## src/logic/asr_pkg.sv

```systemverilog
// package for the static ram host controller: timing constants, request and ram pin carriers, states
`default_nettype none
package asr_pkg;
  localparam int unsigned ADDR_W = 12;
  localparam int unsigned CLK_PERIOD_NS = 4;
  // cycle time of the slowest speed grade, in ns
  localparam int unsigned CYCLE_NS = 450;
  localparam int unsigned CYCLE_CLKS = (CYCLE_NS + CLK_PERIOD_NS - 1) / CLK_PERIOD_NS;
  // write pulse width, and address valid before write enable rises, in ns
  localparam int unsigned WR_PULSE_NS = 200;
  localparam int unsigned WR_PULSE_CLKS = (WR_PULSE_NS + CLK_PERIOD_NS - 1) / CLK_PERIOD_NS;
  localparam int unsigned ADDR_VALID_NS = 230;
  localparam int unsigned ADDR_VALID_CLKS = (ADDR_VALID_NS + CLK_PERIOD_NS - 1) / CLK_PERIOD_NS;
  // setup to the falling edge is zero; the lead only fills the address valid window
  localparam int unsigned ADDR_SU_CLKS = ADDR_VALID_CLKS - WR_PULSE_CLKS;
  // recovery after standby: five cycle times
  localparam int unsigned WAKE_CYCLES = 5;
  localparam int unsigned WAKE_CLKS = WAKE_CYCLES * CYCLE_CLKS;
  localparam int unsigned CNT_W = 10;
  localparam logic [ADDR_W-1:0] ADDR_RST = 12'h000;

  typedef struct packed {
    logic wr;
    logic [ADDR_W-1:0] addr;
    logic data;
  } asr_req_t;

  typedef struct packed {
    logic [ADDR_W-1:0] addr;
    logic chip_sel_n;
    logic wr_en_n;
    logic data_in;
  } asr_pins_t;

  typedef enum logic [2:0] {
    ST_IDLE  = 3'b000,
    ST_SETUP = 3'b001,
    ST_WRITE = 3'b010,
    ST_HOLD  = 3'b011,
    ST_READ  = 3'b100,
    ST_SLEEP = 3'b101,
    ST_WAKE  = 3'b110
  } asr_state_t;
endpackage : asr_pkg
`default_nettype wire

```

## src/logic/asr_host.sv

```systemverilog
// host controller that runs read and write cycles on a 4096 by 1 static ram
`default_nettype none
// Operation
// one bit at each of 4096 addresses
// address held steady through every write
// chip select low enables data paths
// write enable high reads, low writes
// write enable high whenever address changes
// data stored while selected and writing
// output floats during write cycles
// read data equals last written bit
// output continuously shows addressed bit
// chip select may stay low permanently
// select and write enable high in standby
// standby keeps data, no access
// wait five cycle times after standby
// output follows address; contents start undefined
module asr_host #(
  parameter int unsigned WAKE_CLKS = asr_pkg::WAKE_CLKS
) (
  // clock and reset
  input wire logic clock,
  input wire logic arst_n,
  // user request side
  input wire logic req_valid,
  output logic req_ready,
  input wire asr_pkg::asr_req_t req,
  output logic rd_valid,
  output logic rd_data,
  // standby control
  input wire logic standby_req,
  output logic standby_ack,
  // ram pins
  output asr_pkg::asr_pins_t ram,
  input wire logic ram_q
);
  // a zero wake count would let an access through straight after standby
  if (WAKE_CLKS < 1 || WAKE_CLKS >= (1 << 16))
  begin : g_wake_range
    $error("WAKE_CLKS out of range");
  end

  asr_pkg::asr_state_t state_q, state_d;
  logic [15:0] cnt_q, cnt_d;
  logic [asr_pkg::ADDR_W-1:0] addr_q, addr_d;
  logic din_q, din_d;
  logic wen_n_q, wen_n_d;
  logic cs_n_q, cs_n_d;
  logic rdv_q, rdv_d;
  logic rdd_q, rdd_d;
  logic [2:0] q_sync_q;

  // countdown helpers: a load of zero or one ends at the next edge
  function automatic logic [15:0] cnt_dec(input logic [15:0] c);
    return c - 16'h1;
  endfunction : cnt_dec

  function automatic logic cnt_last(input logic [15:0] c);
    return c <= 16'h1;
  endfunction : cnt_last

  // ram output arrives asynchronously: three stages, change taken once last two agree
  // the filter costs a cycle but hides an output that is still settling
  logic q_stable_q, q_stable_d;

  always_ff @(posedge clock or negedge arst_n)
  begin
    if (!arst_n)
      q_sync_q <= 3'h0;
    else
      q_sync_q <= {q_sync_q[1:0], ram_q};
  end

  always_comb
  begin
    q_stable_d = q_stable_q;
    if (q_sync_q[2] == q_sync_q[1])
      q_stable_d = q_sync_q[2];
  end

  always_ff @(posedge clock or negedge arst_n)
  begin
    if (!arst_n)
      q_stable_q <= 1'b0;
    else
      q_stable_q <= q_stable_d;
  end

  always_comb
  begin
    state_d = state_q;
    cnt_d = cnt_q;
    addr_d = addr_q;
    din_d = din_q;
    wen_n_d = wen_n_q;
    cs_n_d = cs_n_q;
    rdv_d = 1'b0;
    rdd_d = rdd_q;
    unique case (state_q)
      asr_pkg::ST_IDLE:
      begin
        wen_n_d = 1'b1;
        cs_n_d = 1'b0;
        // standby outranks a waiting request so the ram is parked promptly
        if (standby_req)
        begin
          cs_n_d = 1'b1;
          state_d = asr_pkg::ST_SLEEP;
        end
        else if (req_valid)
        begin
          addr_d = req.addr;
          din_d = req.data;
          cnt_d = 16'(asr_pkg::ADDR_SU_CLKS);
          state_d = req.wr ? asr_pkg::ST_SETUP : asr_pkg::ST_READ;
          if (!req.wr)
            cnt_d = 16'(asr_pkg::CYCLE_CLKS + 3);
        end
      end
      asr_pkg::ST_SETUP:
      begin
        cnt_d = cnt_dec(cnt_q);
        if (cnt_last(cnt_q))
        begin
          wen_n_d = 1'b0;
          cnt_d = 16'(asr_pkg::WR_PULSE_CLKS);
          state_d = asr_pkg::ST_WRITE;
        end
      end
      asr_pkg::ST_WRITE:
      begin
        // address and data untouched here; ram output floats meanwhile
        cnt_d = cnt_dec(cnt_q);
        if (cnt_last(cnt_q))
        begin
          wen_n_d = 1'b1;
          cnt_d = 16'(asr_pkg::CYCLE_CLKS);
          state_d = asr_pkg::ST_HOLD;
        end
      end
      asr_pkg::ST_HOLD:
      begin
        // wait a full cycle time after write enable rises before the address may move
        cnt_d = cnt_dec(cnt_q);
        if (cnt_last(cnt_q))
          state_d = asr_pkg::ST_IDLE;
      end
      asr_pkg::ST_READ:
      begin
        // access time plus synchroniser latency before sampling
        // sampling earlier would hand back the bit of the previous address
        cnt_d = cnt_dec(cnt_q);
        if (cnt_last(cnt_q))
        begin
          rdv_d = 1'b1;
          rdd_d = q_stable_q;
          state_d = asr_pkg::ST_IDLE;
        end
      end
      asr_pkg::ST_SLEEP:
      begin
        // no access while parked; the ram alone keeps its contents
        cs_n_d = 1'b1;
        wen_n_d = 1'b1;
        if (!standby_req)
        begin
          cnt_d = 16'(WAKE_CLKS);
          state_d = asr_pkg::ST_WAKE;
        end
      end
      asr_pkg::ST_WAKE:
      begin
        // select stays high until the ram has settled at full supply
        cnt_d = cnt_dec(cnt_q);
        if (cnt_last(cnt_q))
        begin
          cs_n_d = 1'b0;
          state_d = asr_pkg::ST_IDLE;
        end
      end
      default:
        state_d = asr_pkg::ST_IDLE;
    endcase
  end

  always_ff @(posedge clock or negedge arst_n)
  begin
    if (!arst_n)
    begin
      state_q <= asr_pkg::ST_IDLE;
      cnt_q <= 16'h0;
      addr_q <= asr_pkg::ADDR_RST;
      din_q <= 1'b0;
      wen_n_q <= 1'b1;
      cs_n_q <= 1'b1;
      rdv_q <= 1'b0;
      rdd_q <= 1'b0;
    end
    else
    begin
      state_q <= state_d;
      cnt_q <= cnt_d;
      addr_q <= addr_d;
      din_q <= din_d;
      wen_n_q <= wen_n_d;
      cs_n_q <= cs_n_d;
      rdv_q <= rdv_d;
      rdd_q <= rdd_d;
    end
  end

  assign req_ready = (state_q == asr_pkg::ST_IDLE) && !standby_req;
  assign standby_ack = (state_q == asr_pkg::ST_SLEEP);
  assign rd_valid = rdv_q;
  assign rd_data = rdd_q;
  // one driver for the whole pin bundle
  assign ram = '{
    addr: addr_q,
    chip_sel_n: cs_n_q,
    wr_en_n: wen_n_q,
    data_in: din_q
  };
endmodule : asr_host
`default_nettype wire

```

## config.mk

```make
export PLATFORM = sky130hd
export DESIGN_NAME = asr_host
export DESIGN_NICKNAME = d
export VERILOG_FILES = /design/src/logic/asr_pkg.sv /design/src/logic/asr_host.sv
export SDC_FILE = /design/constraint.sdc
export NUM_CORES = 1
export LEC_CHECK = 0
export BUFFER_PORTS_ARGS = -buffer_cell sky130_fd_sc_hd__buf_2
export CORE_AREA = 2 2 64 66
export DETAILED_ROUTE_END_ITERATION = 6
export DIE_AREA = 0 0 66 68
export PLACE_DENSITY = 0.82
export SETUP_SLACK_MARGIN = 0.15
export SYNTH_ARGS = -nofsm -noshare
export SYNTH_HDL_FRONTEND = slang
export SYNTH_SLANG_ARGS = --single-unit
export TNS_END_PERCENT = 10
```

## constraint.sdc

```tcl
create_clock -name clock -period 3.95 [get_ports clock]
set_clock_uncertainty 0.1 [all_clocks]
set_input_delay 0.395 -clock clock [delete_from_list [all_inputs] [get_ports clock]]
set_output_delay 0.395 -clock clock [all_outputs]
set_load 0.01 [all_outputs]
```

==> impl_metrics.ini <==
[clock_network]
root_buffer = clkbuf_8
ctsHtreeMaxLevel = 2
cts-buffers-inserted = 5
ctsResizeCount = 0
cts.sinks = 40
clk_latency_ns = 0.29
clockBufferDepth = 2
cts_tree = done
clkTransAtPathRegs_ns = 0.08
holdBufCountCts = 0
post-cts-setup-buffers = 0

[synthesis]
yosysTopAreaCell = dfrtp_1
synth_mux_area_share_pct = 7.576
synthFlopType = dfrtp_1
syn_area_mm2 = 0.002230
ys_ff_latch = 40
seq_area_frac_synth_pct = 45.01
synth_top_family_by_area = compound AO/OA/AOI/OAI gates
yosysMostFrequentCell = dfrtp_1
synth-xor-area-share_pct = 1.571
synth_warnings = 0
postSynthCellCount = 229
synth_top_area_share_pct = 42.65
avgSynthCellArea_um2 = 9.736
synth_edf_count = 0
synthAdderAreaFrac_pct = 1.571
synthSimpleGateAreaFrac_pct = 18.24
ys_types = 58
async_flop_share_pct = 100.0
syn-num-nets = 250
yosys-top-cells-count = dfrtp_1, nor2_1, o21ai_0
synth_area_leaders = dfrtp_1, mux2_2, o21ai_0
synth_compound_area_share_pct = 20.65

[cells_and_area]
n_antenna_cell = 0
drive_above_1_share_pct = 29.30
syn_to_final_growth_pct = 12.68
fin_nets = 276

[timing]
fin_setup_tns_ns = 0
timing.hold.ws_ns = 0.1072
fin_crit_sh_pct = 62.26
finalHoldViolations = 0
finalSetupViolCount = 0
tightest_slew_ns = 1.137
rsz0062_at_grt = false
maxSlewViolCount = 0
fin_crit_ns = 2.459
fmaxAchievable_ghz = 0.4066
slew_headroom_pct = 23.69

[setup_path]
reg2reg_slack_ns = 1.49
worst_ep_required_time_ns = 4.07
crit_fanout = 27
max_stage_delay_ns = 0.89
critical_path.cell_chain = nor2_1 > o21ai_0 > o21ai_1 > a21oi_1 > o211ai_1
reg2reg_from = state_q[1]$_DFFE_PN0P_
critPathBufInv = 0
criticalPathCategory = flip-flop to flip-flop
cp-end-kind = flip-flop
cp-start-kind = flip-flop
cp-startpoint = state_q[1]$_DFFE_PN0P_
arrival_ns = 2.58
cp_slowest_cell = o21ai_1
critPathTopFamily = compound AO/OA/AOI/OAI gates

[routing]
drt_iter0_markers = 224
vias_per_cell = 6.098
vias = 1866
drcViolationCount = 0
drt-total-wl_um = 4766
dr.pass1.iters = 4
wl_per_cell_um = 15.58
final_antenna_net_count = 0

[floorplanning]
start_util_pct = 57.82
coreArea_mm2 = 0.003856
die_x_um = 66
dieArea_mm2 = 0.004488
die_h_um = 68
rows = 23
io_pins = 38

[outcome]
status = completed

[job]
cap_viol_max_count = 0

[pwr]
p_leak_uw = 0.001080
peakVddDrop_mv = 0.4046
p_per_area_mw_per_mm2 = 847.9

[worst_hold_path]
hold_path_class = input port to flip-flop
worstHoldStart = ram_q

[place]
hpwl_um = 3318
gp_routability_congestion = 0.8695
port_buffers = 37

[global_routing]
grt_pass1_wl_um = 8211
grt.overflow.total = 0
grtUsageTotal_pct = 23.80
grt_max_degree = 41
antenna_found_initial = 0
grt_pass1_vias = 1773
cell type report:
cell class                      instances  area (um2)
Inverter                                9       33.78
Tap cell                               50       62.56
Multi-Input combinational cell        162        1106
Clock inverter                          2       38.79
Timing Repair Buffer                   37       185.2
Clock buffer                            6       82.58
Fill cell                             333        1344
Sequential cell                        40        1003
flip-flops by register name, summed over array words and instances, names as in the netlist:
| signal | count |
|---|---|
| wen_n_q | 1 |
| din_q | 1 |
| q_sync_q | 3 |
| cnt_q | 16 |
| cs_n_q | 1 |
| rd_data | 1 |
| addr_q | 12 |
| state_q | 3 |
| rd_valid | 1 |
| q_stable_q | 1 |
cell usage in the layout (no fill, tap or decap), drive strengths merged, types with 3 or more instances in the layout:
cell type,count
a211oi,3
a21boi,3
inv,9
a21oi,12
nand2,16
or4,4
nor2,17
a31oi,7
o21ai,18
clkbuf,6
mux2,15
nor3,5
o211ai,4
dfrtp,38
buf,37
o31ai,4
nor4,9
nor2b,3
nand3,6
routing by layer:
metal | up-vias | share of wire, % | GRT usage (%)
met5 | - | 0 | 0
met4 | 0 | 1.1 | 7.653
met3 | 5 | 6.0 | 3.783
met2 | 66 | 49 | 39.14
met1 | 901 | 44 | 32.65
li1 | 894 | - | -
where the power goes:
part           internal (uW)  total (uW)  switching, uW  leakage [uW]
Clock                    207         350            144     0.0000614
Combinational            429         975            546      0.000523
Sequential               580         805            225      0.000495
Total                   1220        2130            915       0.00108
final timing paths:
kind | endpoint | depth (start not counted)
min in group asynchronous | addr_q[1]$_DFFE_PN0P_ | 1
setup / recovery | cnt_q[6]$_DFFE_PN0P_ | 5
max in group asynchronous | cnt_q[12]$_DFFE_PN0P_ | 1
hold / removal | q_sync_q[0]$_DFF_PN0_ | 1
setup reg to reg | cnt_q[6]$_DFFE_PN0P_ | 5
hold reg to reg | q_sync_q[1]$_DFF_PN0_ | 0
kinds of logic after synthesis:
logic type	after synthesis
and+or+nand+nor	71
AOI/OAI and AO/OA	69
DFF	40
buffers and inverters	27
muxes	15
xor gates and xnor gates	4
adders and majority gates	3
through the flow:
| stage | std cells | power, uW | setup slack (ns) | area [um2] | util (%) |
|---|---|---|---|---|---|
| global placement | 298 | 1753 | 1.611 | 2391 | 62.01 |
| detailed placement | 298 | 1775 | 1.564 | 2391 | 62.01 |
| finish | 306 | 2130 | 1.491 | 2512 | 65.15 |
| global route | 306 | 2301 | 1.222 | 2512 | 65.15 |
| floorplan | 229 | 1543 | 1.813 | 2230 | - |
| CTS | 306 | 2132 | 1.547 | 2512 | 65.15 |
No activity file was read; power rests on OpenSTA's default activity.
